$ cat src/verilog/fsp_pkg.sv
/*
 * Constants, types and the register map of the flash self-programming
 * controller. Assumes a 100 MHz system clock and a 4096-word program
 * flash in 128 pages of 32 words.
 */
`default_nettype none
package fsp_pkg;
    // ------------------------------------------------------------------
    // Register map (byte offsets on the AHB-Lite slave)
    // ------------------------------------------------------------------
    localparam int ADDR_W = 8;
    localparam logic [ADDR_W-1:0] OFF_CTRL = 8'h00;
    localparam logic [ADDR_W-1:0] OFF_PTR_LO = 8'h04;
    localparam logic [ADDR_W-1:0] OFF_PTR_HI = 8'h08;
    localparam logic [ADDR_W-1:0] OFF_DATA_LO = 8'h0c;
    localparam logic [ADDR_W-1:0] OFF_DATA_HI = 8'h10;
    localparam logic [ADDR_W-1:0] OFF_STORE = 8'h14;
    localparam logic [ADDR_W-1:0] OFF_LOAD = 8'h18;

    // ------------------------------------------------------------------
    // Control/status field layout and command codes
    // ------------------------------------------------------------------
    localparam int BIT_EN = 0;
    localparam int CMD_LSB = 1;
    localparam int CMD_MSB = 4;
    localparam int BIT_REEN = 4;
    localparam int BIT_BUSY = 6;
    localparam int BIT_IE = 7;
    localparam logic [3:0] CMD_LOAD = 4'h0;
    localparam logic [3:0] CMD_ERASE = 4'h1;
    localparam logic [3:0] CMD_WRITE = 4'h2;
    localparam logic [3:0] CMD_LOCK = 4'h4;
    localparam logic [3:0] CMD_REEN = 4'h8;
    localparam logic [2:0] WIN_CYC = 3'h4;

    // ------------------------------------------------------------------
    // Pointer fields, buffer and lock bits
    // ------------------------------------------------------------------
    localparam int PTR_W = 16;
    localparam int WORD_LSB = 1;
    localparam int WORD_W = 5;
    localparam int PAGE_LSB = 6;
    localparam int PAGE_W = 7;
    localparam int BUF_DEPTH = 32;
    localparam logic [PAGE_W-1:0] HALT_ON_WRITE_SECTION_FIRST_PAGE = 7'h7c;
    localparam logic [15:0] BUF_ERASED = 16'hffff;
    localparam int LOCK_LSB = 2;
    localparam int LOCK_W = 4;
    localparam logic [LOCK_W-1:0] LOCK_RST = 4'hf;
    localparam logic [1:0] LOCK_PAD = 2'h3;
    localparam logic [PTR_W-1:0] LOCK_ADDR = 16'h0001;
    localparam logic [7:0] BYTE_BLOCKED = 8'hff;
    localparam logic [15:0] APP_RESET_VEC = 16'h0000;
    localparam logic [15:0] BOOT_RESET_VEC = 16'h0f80;

    // ------------------------------------------------------------------
    // Timing
    // ------------------------------------------------------------------
    localparam real SPM_MIN_MS = 3.7;
    localparam real SPM_MAX_MS = 4.5;
    localparam real CLK_KHZ = 100000.0;
    localparam int SPM_MIN_CYC = int'(SPM_MIN_MS * CLK_KHZ);
    localparam int SPM_MAX_CYC = int'(SPM_MAX_MS * CLK_KHZ);
    localparam int CNT_W = 20;

    // ------------------------------------------------------------------
    // Types
    // ------------------------------------------------------------------
    typedef enum logic [1:0] {OP_IDLE, OP_ERASE, OP_WRITE, OP_LOCK} fsp_op_e;
    typedef struct packed {
        logic go;
        logic erase;
        logic write;
        logic [PAGE_W-1:0] page;
    } fsp_flash_cmd_s;
endpackage
`default_nettype wire

$ cat src/verilog/fsp_ctrl.sv
/*
 * Flash self-programming controller: command window, page buffer,
 * erase/write/lock sequencing, busy flag, CPU halt and reset vector.
 * Assumes an AHB-Lite master, a flash array that acts on flashCmd.go
 * and reads the buffer through bufIdx, and asynchronous fuse and
 * EEPROM-busy pins.
 */
// The placing of the registers and register access over AHB-Lite were chosen for this implementation.
// Operation
// - Reset vector is 0x0000 when boot fuse reads 1, boot start when 0.
// - CPU has no path to change any fuse.
// - Pointer splits into word-in-page low field and page high field.
// - Page address latched at operation start; pointer then free.
// - Lock-bit programming ignores the pointer entirely.
// - Program-memory load uses pointer bit 0 as byte select.
// - Erase code plus store within four cycles erases the pointed page.
// - Erase or write to halt-on-write section halts the CPU.
// - Load code plus store writes R1:R0 into buffer word slot.
// - Buffer cleared after page write, on re-enable write, on reset.
// - EEPROM write during buffer loading discards loaded data.
// - Write code plus store programs the buffer into the page.
// - Interrupt asserted while enabled and enable bit is clear.
// - Page erase or write blocks section reads; busy flag set.
// - Busy flag stays until software issues the re-enable command.
// - Lock code plus store programs lock bits where R0 bits are zero.
// - Lock programming neither halts the CPU nor blocks reads.
// - EEPROM write blocks self-programming and lock-bit reads.
// - Buffer loads accepted before erase or between erase and write.
// - Command and enable bits clear if no store within four cycles.
// - Programmed lock bits read as zero, unprogrammed as one.
// - Each erase, write or lock operation lasts 3.7 to 4.5 ms.
`timescale 1ns/100ps
`default_nettype none
module fsp_ctrl #(
    parameter int PROG_CYCLES = fsp_pkg::SPM_MIN_CYC
) (
    input wire logic clk,
    input wire logic rst_n,
    input wire logic hsel,
    input wire logic [31:0] haddr,
    input wire logic [1:0] htrans,
    input wire logic hwrite,
    input wire logic [2:0] hsize,
    input wire logic [31:0] hwdata,
    input wire logic hready,
    output logic hreadyout,
    output logic [31:0] hrdata,
    output logic hresp,
    input wire logic bootFusePin,
    input wire logic eeWriteActivePin,
    output logic [15:0] resetVector,
    output logic cpuHalt,
    output logic rwwBusy,
    output logic spmIrq,
    output fsp_pkg::fsp_flash_cmd_s flashCmd,
    input wire logic [fsp_pkg::WORD_W-1:0] bufIdx,
    output logic [15:0] bufWord,
    output logic [fsp_pkg::PTR_W-1:0] flashRdAddr,
    input wire logic [7:0] flashRdByte
);
    import fsp_pkg::*;

    // ------------------------------------------------------------------
    // Pin synchronisers
    // ------------------------------------------------------------------
    logic [1:0] pinMeta_q;
    logic [1:0] pinSync_q;
    logic eePrev_q;
    logic eeActive;
    logic bootFuse;

    always_ff @(posedge clk or negedge rst_n) begin
        if (!rst_n) begin
            pinMeta_q <= '0;
            pinSync_q <= '0;
            eePrev_q <= 1'b0;
        end else begin
            pinMeta_q <= {bootFusePin, eeWriteActivePin};
            pinSync_q <= pinMeta_q;
            eePrev_q <= pinSync_q[0];
        end
    end
    assign eeActive = pinSync_q[0];
    assign bootFuse = pinSync_q[1];

    // ------------------------------------------------------------------
    // AHB-Lite slave phases
    // ------------------------------------------------------------------
    logic wrPend_q, wrPend_d;
    logic rdPend_q, rdPend_d;
    logic [ADDR_W-1:0] addr_q, addr_d;
    logic accept;

    // Reads take one wait state so read data always leaves a flop
    assign accept = hsel && htrans[1] && hready;
    assign hreadyout = !rdPend_q;
    assign hresp = 1'b0;

    always_comb begin
        wrPend_d = 1'b0;
        rdPend_d = 1'b0;
        addr_d = addr_q;
        if (accept) begin
            wrPend_d = hwrite;
            rdPend_d = !hwrite;
            addr_d = haddr[ADDR_W-1:0];
        end
    end

    always_ff @(posedge clk or negedge rst_n) begin
        if (!rst_n) begin
            wrPend_q <= 1'b0;
            rdPend_q <= 1'b0;
            addr_q <= '0;
        end else begin
            wrPend_q <= wrPend_d;
            rdPend_q <= rdPend_d;
            addr_q <= addr_d;
        end
    end

    // ------------------------------------------------------------------
    // Programming state
    // ------------------------------------------------------------------
    logic ctrlEn_q, ctrlEn_d;
    logic [3:0] cmd_q, cmd_d;
    logic ie_q, ie_d;
    logic [2:0] win_q, win_d;
    logic [7:0] ptrLo_q, ptrLo_d;
    logic [7:0] ptrHi_q, ptrHi_d;
    logic [7:0] dLo_q, dLo_d;
    logic [7:0] dHi_q, dHi_d;
    logic [15:0] buf_q [BUF_DEPTH];
    logic [15:0] buf_d [BUF_DEPTH];
    logic busy_q, busy_d;
    logic halt_q, halt_d;
    fsp_op_e op_q, op_d;
    logic [CNT_W-1:0] opCnt_q, opCnt_d;
    logic [LOCK_W-1:0] lockPend_q, lockPend_d;
    logic [LOCK_W-1:0] lockBits_q, lockBits_d;
    fsp_flash_cmd_s flash_q, flash_d;
    logic [31:0] hrdata_q, hrdata_d;
    logic [15:0] resetVec_q, resetVec_d;
    logic [PTR_W-1:0] ptr;
    logic [PAGE_W-1:0] ptrPage;
    logic [WORD_W-1:0] ptrWord;
    logic wrEn, storeHit, opDone, clearBuf, lockRd, idle;

    function automatic logic inNrww(input logic [PAGE_W-1:0] page);
        return page >= HALT_ON_WRITE_SECTION_FIRST_PAGE;
    endfunction

    assign ptr = {ptrHi_q, ptrLo_q};
    assign ptrPage = ptr[PAGE_LSB +: PAGE_W];
    assign ptrWord = ptr[WORD_LSB +: WORD_W];
    assign idle = (op_q == OP_IDLE);
    assign wrEn = wrPend_q;
    // No store is taken while EEPROM is writing
    assign storeHit = wrEn && addr_q == OFF_STORE && ctrlEn_q &&
                      win_q != '0 && idle && !eeActive;
    assign opDone = !idle && opCnt_q == CNT_W'(PROG_CYCLES - 1);
    assign lockRd = ctrlEn_q && cmd_q == CMD_LOCK && win_q != '0 &&
                    !eeActive && ptr == LOCK_ADDR;

    always_comb begin
        ctrlEn_d = ctrlEn_q;
        cmd_d = cmd_q;
        ie_d = ie_q;
        win_d = win_q;
        ptrLo_d = ptrLo_q;
        ptrHi_d = ptrHi_q;
        dLo_d = dLo_q;
        dHi_d = dHi_q;
        buf_d = buf_q;
        busy_d = busy_q;
        halt_d = halt_q;
        op_d = op_q;
        opCnt_d = opCnt_q;
        lockPend_d = lockPend_q;
        lockBits_d = lockBits_q;
        flash_d = flash_q;
        flash_d.go = 1'b0;
        hrdata_d = hrdata_q;
        clearBuf = 1'b0;
        resetVec_d = bootFuse ? APP_RESET_VEC : BOOT_RESET_VEC;

        // Timed command window
        if (ctrlEn_q && idle && win_q != '0) begin
            win_d = win_q - 1'b1;
            if (win_q == 3'h1) begin
                ctrlEn_d = 1'b0;
                cmd_d = CMD_LOAD;
            end
        end

        // Running operation
        if (!idle) begin
            opCnt_d = opCnt_q + 1'b1;
            if (opDone) begin
                op_d = OP_IDLE;
                opCnt_d = '0;
                ctrlEn_d = 1'b0;
                cmd_d = CMD_LOAD;
                halt_d = 1'b0;
                if (op_q == OP_WRITE) clearBuf = 1'b1;
                // Programming only ever drives lock bits to zero
                if (op_q == OP_LOCK) lockBits_d = lockBits_q & lockPend_q;
            end
        end

        // EEPROM write start throws away a partly loaded page
        if (pinSync_q[0] && !eePrev_q && idle) clearBuf = 1'b1;

        // Register writes; fuses have no write path at all
        if (wrEn) begin
            case (addr_q)
                OFF_CTRL: begin
                    ie_d = hwdata[BIT_IE];
                    if (idle && !eeActive) begin
                        ctrlEn_d = hwdata[BIT_EN];
                        cmd_d = hwdata[CMD_MSB:CMD_LSB];
                        win_d = hwdata[BIT_EN] ? WIN_CYC : '0;
                        if (hwdata[BIT_REEN]) clearBuf = 1'b1;
                    end
                end
                OFF_PTR_LO: ptrLo_d = hwdata[7:0];
                OFF_PTR_HI: ptrHi_d = hwdata[7:0];
                OFF_DATA_LO: dLo_d = hwdata[7:0];
                OFF_DATA_HI: dHi_d = hwdata[7:0];
                default: ;
            endcase
        end

        // Store instruction
        if (storeHit) begin
            win_d = '0;
            case (cmd_q)
                CMD_ERASE, CMD_WRITE: begin
                    op_d = (cmd_q == CMD_ERASE) ? OP_ERASE : OP_WRITE;
                    flash_d.go = 1'b1;
                    flash_d.erase = (cmd_q == CMD_ERASE);
                    flash_d.write = (cmd_q == CMD_WRITE);
                    flash_d.page = ptrPage;
                    busy_d = 1'b1;
                    halt_d = inNrww(ptrPage);
                    opCnt_d = '0;
                end
                CMD_LOCK: begin
                    // Pointer plays no part; no halt, no busy flag
                    op_d = OP_LOCK;
                    lockPend_d = dLo_q[LOCK_LSB +: LOCK_W];
                    opCnt_d = '0;
                end
                CMD_LOAD: begin
                    // Accepted in any erase state of the page
                    buf_d[ptrWord] = {dHi_q, dLo_q};
                    ctrlEn_d = 1'b0;
                end
                CMD_REEN: begin
                    busy_d = 1'b0;
                    ctrlEn_d = 1'b0;
                    cmd_d = CMD_LOAD;
                end
                default: begin
                    ctrlEn_d = 1'b0;
                    cmd_d = CMD_LOAD;
                end
            endcase
        end

        if (clearBuf) begin
            for (int i = 0; i < BUF_DEPTH; i++) begin
                buf_d[i] = BUF_ERASED;
            end
        end

        // Read data, captured in the wait state
        if (rdPend_q) begin
            case (addr_q)
                OFF_CTRL: hrdata_d = 32'({ie_q, busy_q, 1'b0, cmd_q,
                                          ctrlEn_q});
                OFF_PTR_LO: hrdata_d = 32'(ptrLo_q);
                OFF_PTR_HI: hrdata_d = 32'(ptrHi_q);
                OFF_DATA_LO: hrdata_d = 32'(dLo_q);
                OFF_DATA_HI: hrdata_d = 32'(dHi_q);
                OFF_LOAD: begin
                    if (lockRd) begin
                        hrdata_d = 32'({LOCK_PAD, lockBits_q, LOCK_PAD});
                        ctrlEn_d = 1'b0;
                        cmd_d = CMD_LOAD;
                        win_d = '0;
                    end else if (busy_q && !inNrww(ptrPage)) begin
                        hrdata_d = 32'(BYTE_BLOCKED);
                    end else begin
                        hrdata_d = 32'(flashRdByte);
                    end
                end
                default: hrdata_d = '0;
            endcase
        end
    end

    always_ff @(posedge clk or negedge rst_n) begin
        if (!rst_n) begin
            ctrlEn_q <= 1'b0;
            cmd_q <= CMD_LOAD;
            ie_q <= 1'b0;
            win_q <= '0;
            ptrLo_q <= '0;
            ptrHi_q <= '0;
            dLo_q <= '0;
            dHi_q <= '0;
            for (int i = 0; i < BUF_DEPTH; i++) buf_q[i] <= BUF_ERASED;
            busy_q <= 1'b0;
            halt_q <= 1'b0;
            op_q <= OP_IDLE;
            opCnt_q <= '0;
            lockPend_q <= LOCK_RST;
            lockBits_q <= LOCK_RST;
            flash_q <= '0;
            hrdata_q <= '0;
            resetVec_q <= APP_RESET_VEC;
        end else begin
            ctrlEn_q <= ctrlEn_d;
            cmd_q <= cmd_d;
            ie_q <= ie_d;
            win_q <= win_d;
            ptrLo_q <= ptrLo_d;
            ptrHi_q <= ptrHi_d;
            dLo_q <= dLo_d;
            dHi_q <= dHi_d;
            buf_q <= buf_d;
            busy_q <= busy_d;
            halt_q <= halt_d;
            op_q <= op_d;
            opCnt_q <= opCnt_d;
            lockPend_q <= lockPend_d;
            lockBits_q <= lockBits_d;
            flash_q <= flash_d;
            hrdata_q <= hrdata_d;
            resetVec_q <= resetVec_d;
        end
    end

    assign hrdata = hrdata_q;
    assign resetVector = resetVec_q;
    assign cpuHalt = halt_q;
    assign rwwBusy = busy_q;
    assign spmIrq = ie_q && !ctrlEn_q;
    assign flashCmd = flash_q;
    assign bufWord = buf_q[bufIdx];
    assign flashRdAddr = ptr;

    // ------------------------------------------------------------------
    // Checks
    // ------------------------------------------------------------------
    logic [CNT_W-1:0] elapsed_q;

    always_ff @(posedge clk or negedge rst_n) begin
        if (!rst_n) elapsed_q <= '0;
        else if (idle) elapsed_q <= '0;
        else elapsed_q <= elapsed_q + 1'b1;
    end
endmodule // fsp_ctrl
`default_nettype wire

$ cat config.mk
export PLATFORM = sky130hd
export DESIGN_NAME = fsp_ctrl
export DESIGN_NICKNAME = d
export VERILOG_FILES = /design/src/verilog/fsp_pkg.sv /design/src/verilog/fsp_ctrl.sv
export SDC_FILE = /design/constraint.sdc
export NUM_CORES = 1
export LEC_CHECK = 0
export BUFFER_PORTS_ARGS = -buffer_cell sky130_fd_sc_hd__buf_4
export CAP_MARGIN = 20
export CORE_ASPECT_RATIO = 1.75
export CORE_MARGIN = 8
export CORE_UTILIZATION = 50
export CTS_BUF_LIST = sky130_fd_sc_hd__clkbuf_8
export CTS_CLUSTER_SIZE = 25
export DETAILED_ROUTE_END_ITERATION = 10
export MAX_ROUTING_LAYER = met4
export PLACE_DENSITY = 0.74
export SYNTH_ARGS = -nofsm -noshare
export SYNTH_HDL_FRONTEND = slang
export SYNTH_SLANG_ARGS = --single-unit
$ cat constraint.sdc
create_clock -name clk -period 2.92 [get_ports clk]
set_input_delay 0.292 -clock clk [delete_from_list [all_inputs] [get_ports clk]]
set_output_delay 0.292 -clock clk [all_outputs]
set_load 0.05 [all_outputs]
After elaboration in Yosys (flattened, before gate mapping)
Index checks and enable logic that the tools add are counted.
{"block": "totals", "regBits": 654, "latchBits": 0, "ram_bits": 0, "rom_bits": 0, "output_inout_bits": 95, "n_memories": 0}
{"block": "classes", "addsub": 2, "multipliers": 0, "div_mod_pow": 0, "order_cmp": 4, "n_eq_ne": 15, "shifts": 0, "mux": 72, "bitwise": 4, "reduce_logical": 47}
{"op": "$mux 512", "n": 3}
{"op": "$bwmux 512", "n": 1}
{"op": "$bmux 16 s5", "n": 1}
{"op": "$demux 16 s5", "n": 1}
{"op": "$mux 20", "n": 4}
{"op": "$mux 16", "n": 3}
{"op": "$mux 4", "n": 12}
{"op": "$pmux 8 s6", "n": 1}
{"op": "$mux 3", "n": 9}
{"op": "$mux 1", "n": 26}
{"op": "$eq 8x5->1 const B", "n": 3}
{"op": "$add 20x1->20 const B", "n": 1}
{"op": "$eq 20x19->1 const B", "n": 1}
{"op": "$logic_and 1x1->1", "n": 20}
{"op": "$mux 10", "n": 2}
{"op": "$reduce_and 2->1", "n": 9}
{"op": "$eq 16x1->1 const B", "n": 1}
{"op": "$eq 8x4->1 const B", "n": 2}
{"op": "$mux 8", "n": 2}
{"op": "$ge 6x6->1 const B", "n": 2}
{"op": "$mux 12", "n": 1}
{"op": "$not 5->6", "n": 2}
{"op": "$eq 8x3->1 const B", "n": 1}
{"op": "$logic_not 8->1", "n": 1}
{"op": "other kinds (23)", "n": 35}

Longest topological paths before layout
Gate-level depths: netlist of the first run.
{"block": "logic_depth", "word_depth": 14, "mapped_depth": 10, "ltp_nobuf": 7}

Worst setup path after synthesis of the first run
OpenSTA, ideal clock, no wires.
{"block": "synth_path", "kind": "in2out", "from": "input bufIdx[1] (netlist bit)", "to": "output bufWord[10]", "t_arrival_ps": 2526, "required_ps": 2628, "setup_slack_ps": 102, "path_stages": 8, "path_buffers": 4, "path_cell_list": "buf_2 buf_4 buf_2 buf_2 mux2i_1 a221oi_1 o21ai_0 o211ai_1"}
{"block": "synth_via", "elab_chain_len": 4}
{"element": "start: declaration", "line_no": "fsp_ctrl.sv:56", "text": "input wire logic [fsp_pkg::WORD_W-1:0] bufIdx,"}
{"element": "$not 5->6 (implied by the code)", "line_no": "fsp_ctrl.sv:351", "text": "assign bufWord = buf_q[bufIdx];"}
{"element": "$bmux 16 s5", "line_no": "fsp_ctrl.sv:351"}
{"element": "$mux 16 (implied by the code) (2 in a row)", "line_no": "fsp_ctrl.sv:351"}
{"element": "end: declaration", "line_no": "fsp_ctrl.sv:57", "text": "output logic [15:0] bufWord,"}
Every way passes these cells. The select of a mux whose other input is x is not followed.

Final worst setup path of the first run
{"block": "layout_path", "from": "register buf_q[285] (netlist bit)", "to": "output bufWord[13]"}
{"block": "layout_via", "elab_chain_len": 3}
{"element": "start: declaration", "line_no": "fsp_ctrl.sv:133", "text": "logic [15:0] buf_q [BUF_DEPTH];"}
{"element": "start signal: assignment", "line_no": "fsp_ctrl.sv:332", "text": "buf_q <= buf_d;"}
{"element": "$bmux 16 s5", "line_no": "fsp_ctrl.sv:351"}
{"element": "$mux 16 (implied by the code) (2 in a row)", "line_no": "fsp_ctrl.sv:351"}
Every way passes these cells. The select of a mux whose other input is x is not followed.

==> results.cfg, run 1 <==
[synthesis]
synth-compound-area-share_pct = 3.71
ys.flop_type = dfstp_2
yosys.area_share.simple_pct = 19.9
yosysTopAreaCellShare_pct = 42.9
ys_types = 61
synth_top_family_by_area = multiplexers
yosys-top-cells-area = dfstp_2 43%, mux2i_1 11%, nand2_1 9.6%
synth_cells = 2937
ys.warnings.count = 0
async_flop_share_pct = 100
ys_seq_area_share_pct = 50.7
synth_mux_area_share_pct = 20.2
ys_ff_latch = 619
synth_top_area_cell = dfstp_2
synth_edf_count = 0
synth_xor_area_share_pct = 0.578
synthAdderAreaFrac_pct = 0.157
syn_area_per_cell_um2 = 10.8
syn_area_um2 = 31800

[worst_setup_path]
critPathArrivalTime_ns = 2.71
startpoint_type = register
critPathMaxStageDelay_ns = 0.54
path_class = reg2out
critPathRequiredTime_ns = 2.63
end_kind = output pin
cp_max_fo = 2
cp_cell_sequence = mux4_2 -> mux2_4 -> o211ai_1 -> o211ai_1 -> buf_4
cp.buffers_inverters = 1
cp_top_family = multiplexers
critical-path-slowest-cell = mux4_2
crit_top_cell = o211ai_1

[cells_and_area]
final_common_cell = nand2_1
final_cell_mix = 814 x nand2_1, 520 x dfstp_2, 343 x mux2i_1, 277 x nand3_1, 210 x buf_4
nNetsFinal = 3114
fin_util_pct = 56.4
drive_gt1_share_pct = 36.0
area_growth_pct = 11.8
fill_cells = 5250

[run_status]
status = finished, violations left
violations = negative setup slack

[die]
rows = 122
die_w_um = 207
core_area_um2 = 63200
initial_core_util_pct = 50.4
dieArea_um2 = 72300
dieHeight_um = 350
io-pin-count = 184

[power_and_ir_drop]
peakVddDrop_mv = 0.428
power.leakage_nw = 16.8
p_per_area_nw_per_um2 = 513

[routing]
ant_nets = 0
avgRoutedWirePerCell_um = 23.0
drc = 0
vias_per_cell = 5.99
wl_um = 89700
drtIter0Drc = 1993
vias = 23306
dr.pass1.iters = 7

[clock_network]
clock-sinks = 619
clock_path_buffers = 3
htreeDepth = 3
clkTransAtPathRegs_ns = 0.07
cts_tree = built
insertion_delay_ns = 0.74
clock-root-buffer = clkbuf_8
cts_setup_buffers = 0
numCtsBuffers = 92

[sta]
slew_viol_final = 0
fin_skew_ns = 0.0416
setup_slack_ns = -0.0825
slew_headroom_pct = 33.2
min_period_ns = 3.00
fin_setup_tns_ns = -0.400
fmax_mhz = 333
post-route-period-util_pct = 103
rsz0062_at_grt = yes
finalSetupViolations = 11
tightest_slew_ns = 1.00
hold_violations = 0

[global_routing]
grt_pass1_vias = 24481
grt_first_pass_wirelength_um = 139000
grt_max_degree = 221
antenna_found_initial = 1
overflow = 0
track_usage_pct = 25.7

[place]
place_ws_ns = 0.252
port_buffers = 95
dp_hpwl_um = 59000
gp_congestion = 0.927

[job]
maxCapViolCount = 0

[hold_path]
hp-class = in2reg
==> metal layers <==
layer / vias up / wire, µm / global-route usage [%] / part of all wire (%)
li1: 10319 / - / - / -
met1: 11715 / 32400 / 28.3 / 36
met2: 982 / 45400 / 42.5 / 51
met3: 290 / 5560 / 3.66 / 6.2
met4: 0 / 6410 / 18.0 / 7.1
met5: - / 0 / - / 0
==> power by group <==
group	total, mW	internal, mW	leakage [nW]	switching, mW
sequential	8.97	8.73	6.75	0.236
clock	6.97	3.51	1.06	3.46
combinational	2.33	0.706	9.00	1.62
==> synth_stat cells (all sizes together) (29+ instances only) <==
master	number
dfstp	520
buf	144
nor4	29
mux2i	343
nand3	277
mux2	73
dfrtp	99
a221oi	32
nand4	47
mux4	96
nor2	35
nand2	815
o211ai	51
clkbuf	159
==> cell families after synthesis <==
kind of cell / after synthesis
other cells: 1
mux: 512
compound gates: 166
flops: 619
fa+ha+maj: 4
xor+xnor: 21
buf+inv: 323
simple gates: 1291
==> layout make-up <==
type                    instances  area (µm²)  share of cell area, %
diodes                          1        2.50                0.00703
clock buffers                 106        1460                   4.10
clock inverters                54         325                  0.913
inverters                      20        75.1                  0.211
multi-input cells            2030       14300                   40.3
flip-flops and latches        619       16100                   45.3
well taps                     806        1010                   2.83
repair buffers                258        2270                   6.37
==> state kept, by name (all words and copies together) (netlist names), 8 cells and up <==
name,count
addr_q,8
buf_q,512
dHi_q,8
dLo_q,8
flashCmd,10
hrdata,8
opCnt_q,20
ptrHi_q,8
ptrLo_q,8
==> worst register-to-register path, delay by kind of cell (launching register included) <==
family | cells | cell delay (ns)
simple gates | 4 | 1.73
mux | 1 | 0.35
flops | 1 | 0.49
==> through the flow <==
stage / total power, mW / hold WS, ns / instance area (µm²) / cells
floorplan: 10.6 / -0.00359 / 32000 / 2972
global placement: 11.3 / 0.338 / 33500 / 3707
detailed placement: 11.4 / 0.340 / 33500 / 3707
CTS: 18.4 / 0.0550 / 35600 / 3893
global route: 18.9 / 0.114 / 35600 / 3894
finish: 18.3 / 0.0990 / 35600 / 3894
==> worst paths after layout <==
| check | from | to | slack, ns | depth (start not counted) |
|---|---|---|---|---|
| max | buf_q[285] | bufWord[13] | -0.08 | 5 |
| min | flashRdByte[4] | hrdata[4] | 0.1 | 5 |
| max reg2reg | cmd_q[1] | buf_q[86] | 0.24 | 5 |
| min reg2reg | pinMeta_q[0] | pinSync_q[0] | 0.35 | 0 |
| max in group asynchronous | rst_n | flashCmd[2] | 1.74 | 3 |
| min in group asynchronous | rst_n | buf_q[9] | 0.48 | 2 |
==> what timing repair did <==
item | in CTS | in global routing
pin swaps | 2 | 2
gates resized for setup | 1 | 6
endpoints found under the hold margin | 120 | 0
hold buffers | 26 | 0
setup endpoints to repair | 14 | 15
Note: power is estimated with default switching activity, not from simulation.
==> run 2, diff against run 1 <==
MAX_ROUTING_LAYER = unset   (was met4)
PLACE_DENSITY = 0.77   (was 0.74)
REMOVE_ABC_BUFFERS = 1   (was unset)
clock period = 2.65 ns   (was 2.92 ns; I/O delays follow)
==> results.cfg, run 2 (synthesis results as in run 1) <==
[run_status]
status = finished, violations left
violations = negative setup slack

[routing]
drc = 0
vias = 23700
dr.pass1.iters = 5
ant_nets = 0
avgRoutedWirePerCell_um = 23.1
vias_per_cell = 6.04
drtIter0Drc = 2167
wl_um = 90800

[die]
dieArea_um2 = 72300
io-pin-count = 184
rows = 122
dieHeight_um = 350
die_w_um = 207
initial_core_util_pct = 50.4
core_area_um2 = 63200

[place]
place_area_um2 = 33800
gp_congestion = 0.933
dp_hpwl_um = 60800
dp.cells = 3726
port_buffers = 95
place_ws_ns = -0.166

[global_routing]
grt_pass1_vias = 25208
antenna_found_initial = 1
track_usage_pct = 25.4
grt_first_pass_wirelength_um = 142000
grt_max_degree = 201
overflow = 0

[power_and_ir_drop]
power.leakage_nw = 17.1
pwr-share-comb_pct = 12.6
p_switching_mw = 5.91
p_sw_share_pct = 28.3
p_per_area_nw_per_um2 = 576
pwr-share-seq_pct = 47.1
total_power_mw = 20.9
peakVddDrop_mv = 0.575
p_int_mw = 15.0
power.clock.fraction_pct = 40.3

[clock_network]
cts_setup_buffers = 0
clock-root-buffer = clkbuf_8
htreeDepth = 3
clock_path_buffers = 3
numCtsBuffers = 92
cts_tree = built
insertion_delay_ns = 0.73
clkTransAtPathRegs_ns = 0.07
clock-sinks = 619

[cells_and_area]
final_cell_mix = 814 x nand2_1, 520 x dfstp_2, 339 x mux2i_1, 277 x nand3_1, 216 x buf_4
largest-register = buf_q
fin_util_pct = 57.4
final_cell_area_um2 = 36300
final_common_cell = nand2_1
drive_gt1_share_pct = 37.0
nNetsFinal = 3133
final_cells = 3924
area_growth_pct = 13.8
fill_cells = 5073
largest_register_ffs = 512

[worst_setup_path]
path_class = reg2out
startpoint_type = register
r2r_cells = 6
reg2reg_slack_ns = 0.09
crit_top_cell = o211ai_1
cp_cell_sequence = mux4_2 -> mux2_4 -> o211ai_1 -> o211ai_1 -> buf_4
reg2reg_from = addr_q[0]
critPathMaxStageDelay_ns = 0.48
r2r-end = buf_q[292]
cp_max_fo = 2
cp_top_family = multiplexers
critical-path-slowest-cell = mux4_2
critPathArrivalTime_ns = 2.70
end_kind = output pin
cp.buffers_inverters = 1
critPathRequiredTime_ns = 2.38

[sta]
rsz0062_at_grt = yes
finalSetupViolations = 16
fin_setup_tns_ns = -3.45
hold_violations = 0
slew_viol_final = 0
fin_skew_ns = 0.0592
min_period_ns = 2.97
setup_slack_ns = -0.318
tightest_slew_ns = 0.957
fmax_mhz = 337
hold_slack_ns = 0.0472
slew_headroom_pct = 36.2
post-route-period-util_pct = 112

[hold_path]
hp-class = in2async

[job]
maxCapViolCount = 0
==> run 2: cell count changes in the layout (fill, tap and decap cells not counted), moves of 4 or more <==
| cell | previous run | this run |
|---|---|---|
| mux2_4 | 6 | 16 |
| buf_4 | 210 | 216 |
| inv_1 | 55 | 51 |
| a221oi_2 | 0 | 6 |
| mux2i_1 | 343 | 339 |
| clkinv_2 | 10 | 6 |
| buf_12 | 20 | 29 |
| mux2_2 | 67 | 57 |
| a221oi_1 | 32 | 26 |
| clkbuf_8 | 106 | 121 |
==> run 2: routing by layer <==
| layer | share of wire, % | global-route usage, % |
|---|---|---|
| met1 | 34 | 27.1 |
| met2 | 50 | 43.5 |
| met3 | 6.6 | 5.06 |
| met4 | 8.7 | 20.0 |
| met5 | 0 | 0 |
==> run 2: what timing repair did <==
item                       CTS  global route
hold buffers                28             0
hold endpoints to repair   163             0
setup endpoints to repair   16            16
resized for setup           32             4
pin swaps                   32            23
==> run 2: worst max path at each step <==
stage	startpoint	cells past startpoint	to
after floorplan	addr_q[2]	4	buf_q[256]
after global placement	bufIdx[0]	9	bufWord[12]
after detailed placement	bufIdx[0]	9	bufWord[12]
after CTS	buf_q[263]	5	bufWord[7]
after global routing	buf_q[391]	5	bufWord[7]
final	buf_q[263]	5	bufWord[7]
==> run 2: layout make-up <==
class                   instances  area (µm²)  share of cell area, %
clock buffers                 121        1670                   4.59
repair buffers                277        2540                   7.01
multi-input cells            2030       14400                   39.8
diodes                          2        5.00                 0.0138
well taps                     806        1010                   2.78
inverters                      20        75.1                  0.207
flip-flops and latches        619       16100                   44.5
clock inverters                49         377                   1.04
==> run 2: power groups by stage <==
stage	logic, mW	registers [mW]	clock network [mW]
6_report	2.63	9.84	8.41
5_1_grt	2.81	9.85	8.96
4_1_cts	2.62	9.83	8.55
3_5_place_dp	2.56	9.97	0
3_3_place_gp	2.50	9.96	0
2_1_floorplan	1.19	10.2	0
